--- src/include/gsp_pkg.sv ---
// constants shared by the serdes parallel-port logic
package gsp_pkg;
  localparam int          WORD_W       = 10;            // parallel word width
  localparam int          NIB_W        = 5;             // ddr half-word width
  localparam logic [9:0]  COMMA_POS    = 10'h17C;       // k28.5, bit 0 earliest
  localparam logic [9:0]  COMMA_NEG    = 10'h283;       // k28.5, other disparity
  localparam logic [3:0]  BIT_LAST     = 4'h9;          // last bit index of a word
  localparam logic [3:0]  HALF_FULL    = 4'h5;          // half period, full rate
  localparam logic [3:0]  HALF_SLOW    = 4'hA;          // half period, half rate
  localparam int          REF_MIN_MHZ  = 100;           // reference clock floor
  localparam int          REF_MAX_MHZ  = 185;           // reference clock ceiling
  // positions inside the synchroniser vector
  localparam int          SY_REF       = 0;
  localparam int          SY_TD        = 1;             // 10 bits from here
  localparam int          SY_RXP       = 11;
  localparam int          SY_RXN       = 12;
  localparam int          SY_WIDTH     = 13;
  localparam int          SY_LOOP      = 14;
  localparam int          SY_RATE      = 15;
  localparam int          SY_ALIGN     = 16;
  localparam int          SY_W         = 17;
endpackage

--- src/include/gsp_stream_if.sv ---
// valid/ready word stream between capture, buffer and serializer
`timescale 1ns/10ps
`default_nettype none
interface gsp_stream_if #(parameter int W = 10);
  logic         valid;
  logic         ready;
  logic [W-1:0] data;
  modport source (output valid, output data, input ready);
  modport sink   (input valid, input data, output ready);
endinterface
`default_nettype wire

--- src/logic/gsp_pair_buffer.sv ---
// two-entry buffer on the transmit word path
`timescale 1ns/10ps
`default_nettype none
module gsp_pair_buffer #(
  parameter int W = 10
) (
  input  wire logic sys_clk_in,
  input  wire logic srst_in,
  gsp_stream_if.sink   fill,
  gsp_stream_if.source drain
);
  logic [W-1:0] mem_reg [2];
  logic         wptr_reg;
  logic         rptr_reg;
  logic [1:0]   cnt_reg;
  logic         wptr_next;
  logic         rptr_next;
  logic [1:0]   cnt_next;
  logic         do_push;
  logic         do_pop;

  // honest flags: ready drops only when both slots hold words
  assign fill.ready  = (cnt_reg != 2'h2);
  assign drain.valid = (cnt_reg != 2'h0);
  assign drain.data  = mem_reg[rptr_reg];
  assign do_push     = fill.valid & fill.ready;
  assign do_pop      = drain.valid & drain.ready;

  // pointer and occupancy update
  always_comb begin
    wptr_next = wptr_reg ^ do_push;
    rptr_next = rptr_reg ^ do_pop;
    cnt_next  = cnt_reg + {1'b0, do_push} - {1'b0, do_pop};
  end

  always_ff @(posedge sys_clk_in) begin
    if (srst_in) begin
      wptr_reg <= 1'b0;
      rptr_reg <= 1'b0;
      cnt_reg  <= 2'h0;
    end else begin
      wptr_reg <= wptr_next;
      rptr_reg <= rptr_next;
      cnt_reg  <= cnt_next;
    end
  end

  // storage needs no reset, only valid slots are read
  always_ff @(posedge sys_clk_in) begin
    if (do_push) begin
      mem_reg[wptr_reg] <= fill.data;
    end
  end

  a_buf_no_over: assert property (@(posedge sys_clk_in) disable iff (srst_in)
    cnt_reg == 2'h2 |-> !fill.ready)
    else $error("buffer accepts a word while full");
endmodule
`default_nettype wire

--- src/logic/gsp_serdes_port.sv ---
// parallel side of the serdes: capture, serialize, deserialize, align
`timescale 1ns/10ps
`default_nettype none
// Function
// - loopback floats serial transmit, else drive it
// - ten-bit mode captures word on reference rise
// - ddr captures both edges, rise holds upper
// - ten-bit word serialized bit zero first
// - ddr uses five lines, bit zero first
// - ten-bit receive word, bit zero earliest
// - ddr drives five receive lines, upper low
// - half rate: word valid on both rising edges
// - realignment shifts recovered clock phase
// - realignment stretches pulse, never shortens it
// - half rate: clocks latch alternating words
// - normal rate: primary only, word rate
// - ddr: primary only, nibbles on both edges
// - both selects low gives half-rate clock pair
// - loopback feeds own transmit stream to receiver
// - alignment enable searches comma, else unframed
module gsp_serdes_port (
  input  wire logic       sys_clk_in,
  input  wire logic       srst_in,
  input  wire logic       reference_clock_in,
  input  wire logic [9:0] parallel_tx_word_in,
  input  wire logic       serial_rx_pos_in,
  input  wire logic       serial_rx_neg_in,
  input  wire logic       interface_width_select_in,
  input  wire logic       loopback_enable_in,
  input  wire logic       recovered_clock_rate_select_in,
  input  wire logic       comma_align_enable_in,
  output logic            serial_tx_pos_out,
  output logic            serial_tx_neg_out,
  output logic            serial_tx_oe_out,
  output logic [9:0]      parallel_rx_word_out,
  output logic            recovered_clock_primary_out,
  output logic            recovered_clock_secondary_out,
  output logic            comma_detect_out,
  output logic            tx_overflow_out
);
  logic [gsp_pkg::SY_W-1:0] s1_reg;
  logic [gsp_pkg::SY_W-1:0] s2_reg;
  logic                     ref_d_reg;
  logic       ref_rise;
  logic       ref_fall;
  logic       ddr;
  logic       half_rate;
  logic       loop;
  logic [9:0] td;
  logic [9:0] cap_reg;
  logic [9:0] cap_next;
  logic       push_reg;
  logic       push_next;
  logic [9:0] sh_reg;
  logic [9:0] sh_next;
  logic [3:0] bcnt_reg;
  logic [3:0] bcnt_next;
  logic       txbit_reg;
  logic       txbit_next;
  logic       rxbit;
  logic [9:0] rsh_reg;
  logic [9:0] rsh_next;
  logic [3:0] rcnt_reg;
  logic [3:0] rcnt_next;
  logic [9:0] word_reg;
  logic [9:0] word_next;
  logic       hit;
  logic       realign_reg;
  logic       realign_next;
  logic [3:0] hcnt_reg;
  logic [3:0] hcnt_next;
  logic [3:0] half_len;
  logic       prim_reg;
  logic       prim_next;
  logic       sec_reg;
  logic       sec_next;
  logic       toggle;
  logic [9:0] rword_reg;
  logic [9:0] rword_next;

  gsp_stream_if #(.W(gsp_pkg::WORD_W)) cap_if ();
  gsp_stream_if #(.W(gsp_pkg::WORD_W)) ser_if ();

  // every pin but clock and reset passes two flops; the reference clock is only sampled
  always_ff @(posedge sys_clk_in) begin
    s1_reg    <= {comma_align_enable_in, recovered_clock_rate_select_in,
                  loopback_enable_in, interface_width_select_in,
                  serial_rx_neg_in, serial_rx_pos_in, parallel_tx_word_in,
                  reference_clock_in};
    s2_reg    <= s1_reg;
    ref_d_reg <= s2_reg[gsp_pkg::SY_REF];
  end

  // decoded modes and reference edges
  assign ref_rise  = s2_reg[gsp_pkg::SY_REF] & ~ref_d_reg;
  assign ref_fall  = ~s2_reg[gsp_pkg::SY_REF] & ref_d_reg;
  assign ddr       = s2_reg[gsp_pkg::SY_WIDTH];
  assign half_rate = ~ddr & ~s2_reg[gsp_pkg::SY_RATE];
  assign loop      = s2_reg[gsp_pkg::SY_LOOP];
  assign td        = s2_reg[gsp_pkg::SY_TD +: gsp_pkg::WORD_W];

  // transmit capture; ddr word opens with the upper half on the rise
  always_comb begin
    cap_next  = cap_reg;
    push_next = 1'b0;
    if (!ddr && ref_rise) begin
      cap_next  = td;
      push_next = 1'b1;
    end else if (ddr && ref_rise) begin
      cap_next[9:5] = td[4:0];
    end else if (ddr && ref_fall) begin
      cap_next[4:0] = td[4:0];
      push_next     = 1'b1;
    end
  end

  always_ff @(posedge sys_clk_in) begin
    if (srst_in) begin
      cap_reg  <= 10'h000;
      push_reg <= 1'b0;
    end else begin
      cap_reg  <= cap_next;
      push_reg <= push_next;
    end
  end

  assign cap_if.valid    = push_reg;
  assign cap_if.data     = cap_reg;
  // a word arriving on a full buffer is flagged, never silently merged
  assign tx_overflow_out = push_reg & ~cap_if.ready;

  gsp_pair_buffer #(.W(gsp_pkg::WORD_W)) u_buf (
    .sys_clk_in (sys_clk_in),
    .srst_in    (srst_in),
    .fill       (cap_if),
    .drain      (ser_if)
  );

  // serializer pulls the next word only once the last bit is out
  assign ser_if.ready = (bcnt_reg == 4'h0);
  always_comb begin
    sh_next    = sh_reg >> 1;
    bcnt_next  = bcnt_reg - 4'h1;
    txbit_next = sh_reg[0];
    if (bcnt_reg == 4'h0) begin
      bcnt_next  = 4'h0;
      txbit_next = 1'b0;                                     // idle line
      sh_next    = sh_reg;
      if (ser_if.valid) begin
        txbit_next = ser_if.data[0];
        sh_next    = ser_if.data >> 1;
        bcnt_next  = gsp_pkg::BIT_LAST;
      end
    end
  end

  always_ff @(posedge sys_clk_in) begin
    if (srst_in) begin
      sh_reg    <= 10'h000;
      bcnt_reg  <= 4'h0;
      txbit_reg <= 1'b0;
    end else begin
      sh_reg    <= sh_next;
      bcnt_reg  <= bcnt_next;
      txbit_reg <= txbit_next;
    end
  end

  // differential pair floats while looped back
  assign serial_tx_pos_out = txbit_reg;
  assign serial_tx_neg_out = ~txbit_reg;
  assign serial_tx_oe_out  = ~loop;

  // receive path: own stream in loopback, else the line
  assign rxbit = loop ? txbit_reg :
                 (s2_reg[gsp_pkg::SY_RXP] & ~s2_reg[gsp_pkg::SY_RXN]);

  // deserializer shifts in at the top so bit 0 ends up earliest
  always_comb begin
    rsh_next     = {rxbit, rsh_reg[9:1]};
    hit          = s2_reg[gsp_pkg::SY_ALIGN] &&
                   (rsh_next == gsp_pkg::COMMA_POS || rsh_next == gsp_pkg::COMMA_NEG);
    realign_next = hit && (rcnt_reg != gsp_pkg::BIT_LAST);
    word_next    = word_reg;
    rcnt_next    = rcnt_reg + 4'h1;
    if (hit || rcnt_reg == gsp_pkg::BIT_LAST) begin
      word_next = rsh_next;
      rcnt_next = 4'h0;
    end
  end

  always_ff @(posedge sys_clk_in) begin
    if (srst_in) begin
      rsh_reg          <= 10'h000;
      rcnt_reg         <= 4'h0;
      word_reg         <= 10'h000;
      realign_reg      <= 1'b0;
      comma_detect_out <= 1'b0;
    end else begin
      rsh_reg          <= rsh_next;
      rcnt_reg         <= rcnt_next;
      word_reg         <= word_next;
      realign_reg      <= realign_next;
      comma_detect_out <= hit;
    end
  end

  // recovered clocks; realign restarts the half count with the level held,
  // so the running pulse only grows and the phase follows the new boundary
  assign half_len = half_rate ? gsp_pkg::HALF_SLOW : gsp_pkg::HALF_FULL;
  assign toggle   = !realign_reg && (hcnt_reg >= half_len - 4'h1);
  always_comb begin
    hcnt_next  = hcnt_reg + 4'h1;
    prim_next  = prim_reg;
    rword_next = rword_reg;
    if (realign_reg) begin
      hcnt_next = 4'h0;
      // a held low level has latched nothing yet, so the freshly aligned word
      // may change now and still stand at the next rise; otherwise the next fall latches it
      if (!half_rate && !ddr && !prim_reg) begin
        rword_next = word_reg;
      end
    end else if (toggle) begin
      hcnt_next = 4'h0;
      prim_next = ~prim_reg;
      if (half_rate) begin
        rword_next = word_reg;
      end else if (ddr) begin
        // lower nibble after the fall, upper after the rise
        rword_next = prim_reg ? {5'h00, word_reg[4:0]} :
                                {5'h00, word_reg[9:5]};
      end else if (prim_reg) begin
        rword_next = word_reg;
      end
    end
    sec_next = half_rate ? ~prim_next : 1'b0;
  end

  always_ff @(posedge sys_clk_in) begin
    if (srst_in) begin
      hcnt_reg  <= 4'h0;
      prim_reg  <= 1'b0;
      sec_reg   <= 1'b0;
      rword_reg <= 10'h000;
    end else begin
      hcnt_reg  <= hcnt_next;
      prim_reg  <= prim_next;
      sec_reg   <= sec_next;
      rword_reg <= rword_next;
    end
  end

  assign parallel_rx_word_out          = rword_reg;
  assign recovered_clock_primary_out   = prim_reg;
  assign recovered_clock_secondary_out = sec_reg;

  a_tx_float_loop: assert property (@(posedge sys_clk_in) disable iff (srst_in)
    serial_tx_oe_out != loop) else $error("tx enable wrong for loopback");
  a_tbi_rise_cap: assert property (@(posedge sys_clk_in) disable iff (srst_in)
    (ref_rise && !ddr) |=> cap_reg == $past(td) && push_reg)
    else $error("ten-bit word not captured on rise");
  a_ddr_upper_cap: assert property (@(posedge sys_clk_in) disable iff (srst_in)
    (ref_rise && ddr) |=> cap_reg[9:5] == $past(td[4:0]) && !push_reg)
    else $error("ddr rise nibble not in upper half");
  a_ser_bit_zero: assert property (@(posedge sys_clk_in) disable iff (srst_in)
    (ser_if.valid && ser_if.ready) |=> txbit_reg == $past(ser_if.data[0])
      ##1 txbit_reg == $past(ser_if.data[1], 2))
    else $error("serial order not bit zero first");
  a_ddr_upper_low: assert property (@(posedge sys_clk_in) disable iff (srst_in)
    (toggle && ddr) |=> rword_reg[9:5] == 5'h00)
    else $error("ddr upper receive lines not low");
  a_stretch_level: assert property (@(posedge sys_clk_in) disable iff (srst_in)
    realign_reg |=> prim_reg == $past(prim_reg) && hcnt_reg == 4'h0)
    else $error("realign shortened the clock pulse");
  // both clocks leave reset low, so the first cycle after release is exempt
  a_half_opposite: assert property (@(posedge sys_clk_in) disable iff (srst_in)
    (half_rate && $past(half_rate) && !$past(srst_in)) |-> sec_reg == ~prim_reg)
    else $error("half-rate clocks not opposite");
  a_full_sec_low: assert property (@(posedge sys_clk_in) disable iff (srst_in)
    !half_rate |=> !sec_reg) else $error("secondary clock runs off half rate");
  a_loop_route: assert property (@(posedge sys_clk_in) disable iff (srst_in)
    loop |-> rxbit == txbit_reg) else $error("loopback not routed");
  a_align_off: assert property (@(posedge sys_clk_in) disable iff (srst_in)
    !s2_reg[gsp_pkg::SY_ALIGN] |=> !realign_reg) else $error("realign while disabled");
endmodule
`default_nettype wire

--- config.mk ---
export PLATFORM = sky130hd
export DESIGN_NAME = gsp_serdes_port
export DESIGN_NICKNAME = d
export VERILOG_FILES = /design/src/include/gsp_pkg.sv /design/src/include/gsp_stream_if.sv /design/src/logic/gsp_pair_buffer.sv /design/src/logic/gsp_serdes_port.sv
export SDC_FILE = /design/constraint.sdc
export NUM_CORES = 1
export LEC_CHECK = 0
export ABC_CLOCK_PERIOD_IN_PS = 3550
export BUFFER_PORTS_ARGS = -buffer_cell sky130_fd_sc_hd__buf_2
export CAP_MARGIN = 15
export CORE_MARGIN = 2
export CORE_UTILIZATION = 25
export CTS_CLUSTER_DIAMETER = 100
export DETAILED_ROUTE_END_ITERATION = 8
export PLACE_DENSITY = 0.44
export SETUP_SLACK_MARGIN = 0.15
export SYNTH_ARGS = -nofsm -noshare
export SYNTH_HDL_FRONTEND = slang
export SYNTH_HIERARCHICAL = 1
export SYNTH_SLANG_ARGS = --single-unit
--- constraint.sdc ---
create_clock -name sys_clk_in -period 3.55 [get_ports sys_clk_in]
set_clock_uncertainty 0.1 [all_clocks]
set_input_delay 0.8875 -clock sys_clk_in [delete_from_list [all_inputs] [get_ports sys_clk_in]]
set_output_delay 0.8875 -clock sys_clk_in [all_outputs]
set_load 0.01 [all_outputs]
Yosys cells after proc, flatten, opt, wreduce, memory -nomap -nowiden. Memory sizes are Yosys's and may differ from the RTL's. A register that Yosys moved wholly into a read port is not among the register bits. Index checks and enable logic that the tools add are counted.

Register bits: 106. RAM bits: 20. Input bits: 19. Output and inout bits: 17. Word-level logic and storage cells: 109. Memories kept: 1.

Memories: u_buf.mem_reg (words 2, bits a word 10, read ports 1, clocked after Yosys merged registers in 1, wr ports 1, RTL line gsp_pair_buffer.sv:12) `logic [W-1:0] mem_reg [2];`.

$add $sub $neg: 6. Order comparisons: 1. Equal/unequal tests: 8. Muxes and demuxes: 27. Bitwise logic cells: 20. Reduce and logical (&&, ||, !) cells: 25.

Operators with widths (number): 10-bit two-way mux (7); 5-bit two-way mux (4); 9-bit two-way mux (2); 4-bit two-way mux (3); 1-bit two-way mux (11); 1-bit NOT (11); 10-bit == test, second input constant (1); 10-bit by 9-bit == test with 1-bit output, second input constant (1); 4-bit by 1-bit adder with 4-bit output, second input constant (2); 1-bit logical AND (8); 2-bit nonzero test (4); 4-bit by 1-bit subtractor with 4-bit output, second input constant (2); 1-bit bitwise AND (7); 4-bit == test, second input constant (1); 4-bit greater-or-equal comparator (1); 1-bit zero test (4); 4-bit zero test (1); 2-bit by 1-bit != test with 1-bit output, second input constant (2); 2-bit != test, second input constant (2); 4-bit != test, second input constant (1); 4-bit nonzero test (1); 2-bit OR reduction (2); 3-bit AND reduction (1); 3-bit OR reduction (1); 5 further kinds (7).

Longest topological paths before layout. Gate-level depths: netlist (run 1).

Depth after elaboration: 9. Depth in mapped cells: 10. Depth with buffers taken out: 9.

By module. Netlist (run 1), hierarchy kept.

By module, submodules not included: gsp_serdes_port (instances 1, cells each 324, area each 3540.9 um^2, sequential area each 2021.9 um^2); gsp_pair_buffer (instances 1, cells each 58, area each 952.2 um^2, sequential area each 680.7 um^2).

Worst setup path after synthesis (run 1). OpenSTA, ideal clock, no wires.

Kind: reg2reg. Start point: reg bcnt_reg[0]. End point: reg u_buf.cnt_reg[1]. Library setup time: 0.123 ns. Arrival time: 2.136 ns. Required time: 3.327 ns. Path slack: 1.191 ns. Stages on the path, launching flop included: 11. Buffers on the path: 1. Clock period less this slack: 2.359 ns. Cell sequence: dfxtp_1 -> inv_1 -> ha_1 -> nor3b_1 -> clkbuf_1 -> nand3_1 -> o21ai_0 -> nor2_1 -> ha_1 -> and2b_1 -> mux2_1.

Word-level cells in the longest chain between the ends: 3.

Ends and longest elaborated chain: from (decl) (RTL line gsp_serdes_port.sv:56) `logic [3:0] bcnt_reg;`; from (signal assigned) (RTL line gsp_serdes_port.sv:164) `bcnt_reg <= bcnt_next;`; 4-bit zero test (RTL line gsp_serdes_port.sv:140) `assign ser_if.ready = (bcnt_reg == 4'h0);`; net ser_if.ready (RTL line gsp_stream_if.sv:6) `logic ready;`; 1-bit bitwise AND (RTL line gsp_pair_buffer.sv:27) `assign do_pop = drain.valid & drain.ready;`; 2-bit by 1-bit subtractor with 2-bit output (RTL line gsp_pair_buffer.sv:33) `cnt_next = cnt_reg + {1'b0, do_push} - {1'b0, do_pop};`; to (signal assigned) (RTL line gsp_pair_buffer.sv:44) `cnt_reg <= cnt_next;`; to (decl) (RTL line gsp_pair_buffer.sv:15) `logic [1:0] cnt_reg;`.

The timed path passes the listed nets, and every way through them passes these cells. A chain may end at the register's enable or synchronous reset.

Final worst setup path (run 1).
Start point: reg u_buf.cnt_reg[0]. End point: out tx_overflow_out.

Word-level cells in the longest chain between the ends: 3.

Ends and longest elaborated chain: 2-bit != test (RTL line gsp_pair_buffer.sv:23) `assign fill.ready = (cnt_reg != 2'h2);`; net cap_if.ready (RTL line gsp_stream_if.sv:6); 1-bit NOT (RTL line gsp_serdes_port.sv:130) `assign tx_overflow_out = push_reg & ~cap_if.ready;`; 1-bit bitwise AND (RTL line gsp_serdes_port.sv:130); to (decl) (RTL line gsp_serdes_port.sv:39) `output logic tx_overflow_out`.

The timed path passes the listed nets, and every way through them passes these cells.

==> metrics.txt, run 1 <==
# diodes 0; Ys Warns 6; Post-synth EDFFs 20; met2 wire length 3517 um; Die Y 138.1 um; Worst path max stage delay 0.37 ns; met3 wire length 222 um; first-pass GRT wire length 14220 um; clock sink total 125; post-synthesis register bit count 125; static leakage 2.242 nW; GPL Wtd Cong 0.7095; initial core utilization 0.2527; DR WL/cell 12.59 um; DRT iter0 DRCs 152; CTS tree done; dpl cells 632; Final setup viols 0; Filler Cells Inserted 1818; dominant synthesized flop cell dfxtp_1; critical path peak fanout 8; via count of the routed design 2736; detailed placer's ending HPWL 5481 um; Max-Cap Viols 0; Port Buffers 35; outcome complete, no violations; DR top layer met4; H-Tree Depth 4; pwr dens 708.5 nW/um2; Total Power 3.927 mW; Mapped Cells 382; Mapped Nets 407; grt ovf 0; reg2reg path depth 4; maximum vdd drop 269.1 uV; top cells by count, synth dfxtp_1 (105), nor2_1 (37), mux2i_1 (29); Seq/Total Area, Yosys 0.6015; Syn Area/Cell 11.76 um2; number of buffers created by CTS 17; Startpoint Class flop; fmax 0.4422 GHz; final hold vios 0; Root Driver clkbuf_16; std cell rows 49; M1 WL 4423 um; crit end category output port; worst skew pair latency 0.41 ns; CP cell instances nand2b_1 -> nor2b_1 -> buf_2; Synth top area share 0.4678; WP data required 2.56 ns; WHS Path Cells 0; RSZ-0062 raised after global routing no; Setup Total Neg Slack 0 ns; Die Footprint 19060 um2; drt pass-1 iters 4; Final ANT Viol Nets 0; non-filler instance count after layout 664; hold_ws 0.2244 ns; Slowest-stage cell, CP dfxtp_1; share of layout cells above drive strength 1 0.2207; area delta synth->final 23.36%; GRT Overall Usage 0.09419; Via density 4.120; synth top area cells dfxtp_1 (47%), edfxtp_1 (13%), mux2i_1 (6.5%); hold bufs inserted after CTS 0; fin. max-slew vios 0; worst-margin pin slew 0.9847 ns; most area-hungry cell type in the Yosys netlist dfxtp_1; core box area 17780 um2; Post-Route WL 8359 um; Final Critical Period 2.261 ns; Finished Core Util 0.3118; ys async rst share 0; min-delay worst type flop to flop; Nets 447; CTS clk-pin slew, worst paths 0.06 ns; DR DRC count 0; slew margin rel. 0.3435; CP Class flop to output port; largest net degree at the start of global routing 57; Yosys cell types 47; ratio of final minimum period to clock period 0.6370; cts repair resizes 0; initial antenna violation count 0; Syn Std Cell Area 4493 um2; setup bufs post-CTS 0; Die W 138.1 um; crit path DAT 1.27 ns; number of global-route vias before repair 2847; max reg flops 20; most frequent cell after synthesis dfxtp_1; num ports 36; Max Root-Sink Buffers 2
[layer usage]
layer,vias to the layer above,track usage
met4,0,0.04780
met2,48,0.1363
met3,13,0.03083
met1,1254,0.1258
met5,-,0
li1,1421,-
[placed cells by master, fill, tap and decap left out, types with 3 or more instances in the layout]
cell type | Yosys | routed
nand2b_1 | 23 | 23
a211oi_1 | 15 | 15
mux2_4 | 5 | 5
inv_1 | 12 | 12
nor2_1 | 37 | 37
nand2_1 | 10 | 10
mux2_2 | 16 | 16
dfxtp_1 | 105 | 105
ha_1 | 6 | 6
xnor2_1 | 3 | 3
edfxtp_1 | 20 | 20
clkinv_4 | 0 | 3
nor3_1 | 5 | 5
bufinv_16 | 0 | 4
o21ai_0 | 7 | 7
mux2i_1 | 29 | 29
buf_4 | 1 | 3
buf_2 | 2 | 35
nor2b_1 | 20 | 20
a21oi_1 | 11 | 11
xor2_1 | 3 | 3
clkbuf_16 | 0 | 17
nand3_1 | 5 | 5
nor3b_1 | 4 | 3
[path summary, 6_finish.rpt]
| path | startpoint | end | slack, ns |
|---|---|---|---|
| max | u_buf/cnt_reg[0] | tx_overflow_out | 1.29 |
| min | s1_reg[16] | s2_reg[16] | 0.22 |
| max reg2reg | s2_reg[13] | recovered_clock_secondary_out | 1.32 |
| min reg2reg | s1_reg[16] | s2_reg[16] | 0.22 |
[per-stage QoR]
step           area, um2  setup WS (ns)
6_report            5543          1.289
5_1_grt             5543          1.123
4_1_cts             5543          1.246
3_5_place_dp        4905          1.134
3_3_place_gp        4905          1.137
2_1_floorplan       4493          1.191
[where the power goes]
group	total [mW]	leakage, nW	internal, mW	switching (mW)
clock	1.83	0.314	1.21	0.618
sequential	1.64	1.05	1.55	0.0845
combinational	0.459	0.876	0.210	0.249
total	3.93	2.24	2.98	0.952
[cell families after synthesis]
kind of cell | count (synthesis) | share of synthesized area
AO/OA/AOI/OAI | 44 | 0.06739
buffers and inverters | 29 | 0.02729
multiplexers | 51 | 0.1239
AND/OR/NAND/NOR | 121 | 0.1515
flip-flops | 125 | 0.6015
adder cells (fa/ha/maj) | 6 | 0.01671
XOR/XNOR | 6 | 0.01170
[worst max-delay path, delay by kind of cell, from the launching register on]
kind	cells	cell delay (ns)
buffers and inverters	1	0.14
DFF	1	0.37
and+or+nand+nor	2	0.35
[final cells by class]
cell class	instances	area [um2]	area share
well taps	229	286.5	0.05169
clock inverters	13	185.2	0.03341
flip-flops and latches	125	2703	0.4876
clock buffers	19	452.9	0.08172
repair buffers	38	197.7	0.03567
multi-input cells	228	1673	0.3018
inverters	12	45.04	0.008126
(Power assumes the default switching activity.)
==> inputs of run 2 (changes only) <==
Settings changed: ABC_CLOCK_PERIOD_IN_PS 3550 to 2100.
Clock period 3.55 ns to 2.1 ns, I/O delays scaled along.
==> metrics.txt, run 2 (synthesis results as in run 1) <==
pre-CTS setup slack 0.1322 ns; DR DRC count 0; Crit. Startpoint s2_reg[14]; slew margin rel. 0.6406; grt ovf 0; crit end category flop; number of buffers created by CTS 17; fmax 0.5250 GHz; initial antenna violation count 0; Top delay family on crit path compound AO/OA/AOI/OAI gates; Startpoint Class flop; min-delay worst type input pin to flop; dpl cells 638; reg2reg path depth 4; GRT Overall Usage 0.09310; DRT iter0 DRCs 92; Max Root-Sink Buffers 2; Reg2Reg Setup Slack 0.20 ns; drt pass-1 iters 5; WP data required 2.29 ns; critical path peak fanout 7; H-Tree Depth 4; Root Driver clkbuf_16; CP Buf/Inv Count 0; # diodes 0; Cell Area, Placed 4991 um2; Crit Reg-Reg Endpoint word_reg[3]; hold bufs inserted after CTS 0; CTS clk-pin slew, worst paths 0.06 ns; most frequent cells in the layout dfxtp_1 (100), nor2_1 (37), buf_2 (35), mux2i_1 (29), nand2b_1 (22); CTS tree done; Die Footprint 19060 um2; largest net degree at the start of global routing 35; share of layout cells above drive strength 1 0.2780; PnR worst setup slack 0.1954 ns; non-filler instance count after layout 675; commonest non-fill, non-tap cell in the layout dfxtp_1; Total Power 6.759 mW; Finished Core Util 0.3217; Final setup viols 0; area delta synth->final 27.32%; Die Y 138.1 um; worst-margin pin slew 0.5384 ns; Final ANT Viol Nets 0; Nets 458; Via density 4.117; max reg flops 20; core box area 17780 um2; Setup Total Neg Slack 0 ns; DR WL/cell 12.51 um; hold_ws 0.1135 ns; maximum vdd drop 549.1 uV; Final Critical Period 1.905 ns; WP depth 4; GPL Wtd Cong 0.6755; number of global-route vias before repair 2744; Max-Cap Viols 0; clock sink total 125; worst skew pair latency 0.41 ns; Post-Route WL 8444 um; Port Buffers 35; std cell rows 49; Die W 138.1 um; ratio of final minimum period to clock period 0.9070; CP Class flop to flop; detailed placer's ending HPWL 5679 um; Worst path max stage delay 0.41 ns; outcome complete, no violations; via count of the routed design 2779; static leakage 2.315 nW; num ports 36; CP cell instances or3b_4 -> a2111o_1 -> o211a_2 -> mux2_4; initial core utilization 0.2527; Slowest-stage cell, CP or3b_4; design area 5720 um2; first-pass GRT wire length 13960 um; end point of the critical path word_reg[3]; crit path DAT 2.10 ns; pwr dens 1181 nW/um2; Reg2Reg Launch Point s2_reg[14]; RSZ-0062 raised after global routing yes; fin. max-slew vios 0; final hold vios 0
==> run 2: cell count changes in the layout (fill, tap and decap cells not counted), sizes merged <==
cell	change
buf	+11
inv	-1
clkinvlp	+1
bufinv	-1
clkbuf	+1
==> run 2: timing repair <==
item / 4_1_cts / 5_1_grt
setup buffers: 0 / 5
gates resized for setup: 2 / 10
setup endpoints to repair: 10 / 7
pin swaps: 0 / 2
==> run 2: worst min path at each step <==
stage / endpoint / cells after the start / slack [ns] / from
floorplan: s2_reg[0] / 0 / 0.21 / s1_reg[0]
CTS: s1_reg[1] / 1 / 0.08 / parallel_tx_word_in[0]
finish: s1_reg[1] / 1 / 0.11 / parallel_tx_word_in[0]
global placement: s2_reg[4] / 0 / 0.21 / s1_reg[4]
global route: s1_reg[1] / 1 / 0.08 / parallel_tx_word_in[0]
detailed placement: s2_reg[4] / 0 / 0.21 / s1_reg[4]
==> run 2: layout make-up <==
cell class | count | area, um2
clock buffer | 20 | 478.0
clock inverter | 12 | 156.4
fill | 1790 | 12060
inverter | 12 | 45.04
multi-input combinational | 228 | 1733
sequential | 125 | 2709
tap | 229 | 286.5
timing repair buffer | 49 | 312.8
==> run 2: where the power goes <==
group / internal (mW) / leakage [nW] / switching [mW]
logic: 0.466 / 0.954 / 0.465
registers: 2.63 / 1.05 / 0.148
clock network: 2.00 / 0.308 / 1.05
==> run 2: metal layers <==
metal	routed length, um	track usage	vias up
met2	3667	0.1329	47
met3	230	0.03776	9
met4	135	0.04350	0
li1	-	-	1437
met1	4411	0.1228	1286
met5	0	0	-
==> inputs of run 3 (changes only) <==
Settings changed: MAX_ROUTING_LAYER set to met4, PLACE_DENSITY 0.44 to 0.4.
==> metrics.txt, run 3 (synthesis results as in run 1) <==
outcome complete, no violations; Port Buffers 35; fin. max-slew vios 0; WP data required 2.30 ns; Post-Route WL 8466 um; DR WL/cell 12.34 um; Top delay family on crit path compound AO/OA/AOI/OAI gates; Slowest-stage cell, CP dfxtp_4; initial core utilization 0.2527; GPL Wtd Cong 0.6908; WHS Path Cells 1; # diodes 0; most frequent cells in the layout dfxtp_1 (102), nor2_1 (37), buf_2 (35), mux2i_1 (29), buf_4 (24); Root Driver clkbuf_16; crit path DAT 2.11 ns; Via density 4.080; static leakage 2.332 nW; final hold vios 0; std cell rows 49; drt pass-1 iters 4; Nets 469; first-pass GRT wire length 14220 um; Worst path max stage delay 0.35 ns; Startpoint Class flop; num ports 36; CTS tree done; area delta synth->final 27.29%; Hold EP s1_reg[15]; DR DRC count 0; clock sink total 125; commonest non-fill, non-tap cell in the layout dfxtp_1; Crit. Startpoint bcnt_reg[0]; min-delay worst type input pin to flop; Filler Cells Inserted 1827; CP Buf/Inv Count 2; Die Y 138.1 um; Final ANT Viol Nets 0; Total Power 6.463 mW; grt ovf 0; max reg flops 20; Die Footprint 19060 um2; ratio of final minimum period to clock period 0.9111; via count of the routed design 2799; critical path peak fanout 6; initial antenna violation count 0; worst skew pair latency 0.41 ns; H-Tree Depth 4; slew margin rel. 0.5995; WP depth 7; worst-margin pin slew 0.6007 ns; FF+latch area 2709 um2; crit end category flop; Max-Cap Viols 0; area of the multi-input gates 1742 um2; maximum vdd drop 504.0 uV; core box area 17780 um2; largest net degree at the start of global routing 33; CTS clk-pin slew, worst paths 0.06 ns; Reg2Reg Launch Point bcnt_reg[0]; fmax 0.5226 GHz; hold bufs inserted after CTS 0; reg2reg path depth 7; DRT iter0 DRCs 87; CP Class flop to flop; number of buffers created by CTS 17; Die W 138.1 um; detailed placer's ending HPWL 5730 um; Crit Reg-Reg Endpoint u_buf/cnt_reg[1]; number of global-route vias before repair 2765; Setup Total Neg Slack 0 ns; Reg2Reg Setup Slack 0.19 ns; hold_sp recovered_clock_rate_select_in; GRT Overall Usage 0.09798; Max Root-Sink Buffers 2; share of layout cells above drive strength 1 0.2910; pwr dens 1130 nW/um2; CP cell instances inv_4 -> ha_4 -> nor3b_4 -> buf_4 -> a21bo_1 -> a32oi_2 -> mux2_4; Final setup viols 0; Final Critical Period 1.913 ns; RSZ-0062 raised after global routing yes
## run 3: cell count changes in the layout (fill, tap and decap cells not counted), moves of 2 or more
cell        delta
dfxtp_1        +2
bufinv_16      -3
inv_4          +3
inv_6          +5
clkinv_2       -2
dfxtp_2        -3
buf_12         -2
clkbuf_8       -2
buf_4         +14
clkinvlp_4     -2
## run 3: worst register-to-register path: cells and delay by family (launching register included)
| family | cells | cell delay, ns |
|---|---|---|
| adders and majority gates | 1 | 0.14 |
| AOI/OAI and AO/OA | 2 | 0.37 |
| muxes | 1 | 0.31 |
| buffers and inverters | 2 | 0.23 |
| DFF | 1 | 0.35 |
| and+or+nand+nor | 1 | 0.30 |
## run 3: metrics by stage
stage                 util  hold WS (ns)  worst slack [ns]  std cells  area [um2]
finish              0.3217        0.1073            0.1866        686        5719
global route        0.3217       0.08210           0.09778        686        5719
CTS                 0.3149       0.08095            0.1599        677        5599
detailed placement  0.2830        0.2132            0.1301        645        5031
global placement    0.2830        0.2124            0.1832        645        5031
floorplan                -        0.2096            0.1634        382        4537
## run 3: routing by layer
metal  GRT usage  part of all wire  vias up
li1            -                 -     1459
met1      0.1305              0.53     1285
met2      0.1334              0.42       43
met3     0.03117             0.030       12
met4     0.04834             0.019        0
met5           -                 0        -
## run 3: layout make-up
cell class / instances / area share
inverters: 12 / 0.008313
flip-flops and latches: 125 / 0.4736
repair buffers: 60 / 0.06410
clock buffers: 18 / 0.07876
multi-input cells: 228 / 0.3045
well taps: 229 / 0.05010
clock inverters: 14 / 0.02056
## run 3: what timing repair did
action                                  4_1_cts  5_1_grt
buffers inserted                              0        9
gates cloned                                  0        0
resized for setup                             1       11
endpoints found under the setup margin        9        9
pin swaps                                     0        3
## run 3: how the worst max path moves through the flow
stage                                    endpoint
after floorplan                  u_buf/cnt_reg[1]
after global placement                word_reg[9]
after detailed placement              word_reg[5]
after CTS                 parallel_rx_word_out[3]
after global routing             u_buf/cnt_reg[1]
final                            u_buf/cnt_reg[1]
## run 3: power breakdown
| part | total, mW | switching [mW] | internal [mW] | leakage [nW] |
|---|---|---|---|---|
| combinational | 0.942 | 0.465 | 0.477 | 0.994 |
| clock | 2.75 | 1.14 | 1.62 | 0.285 |
| sequential | 2.77 | 0.143 | 2.63 | 1.05 |
| total | 6.46 | 1.74 | 4.72 | 2.33 |
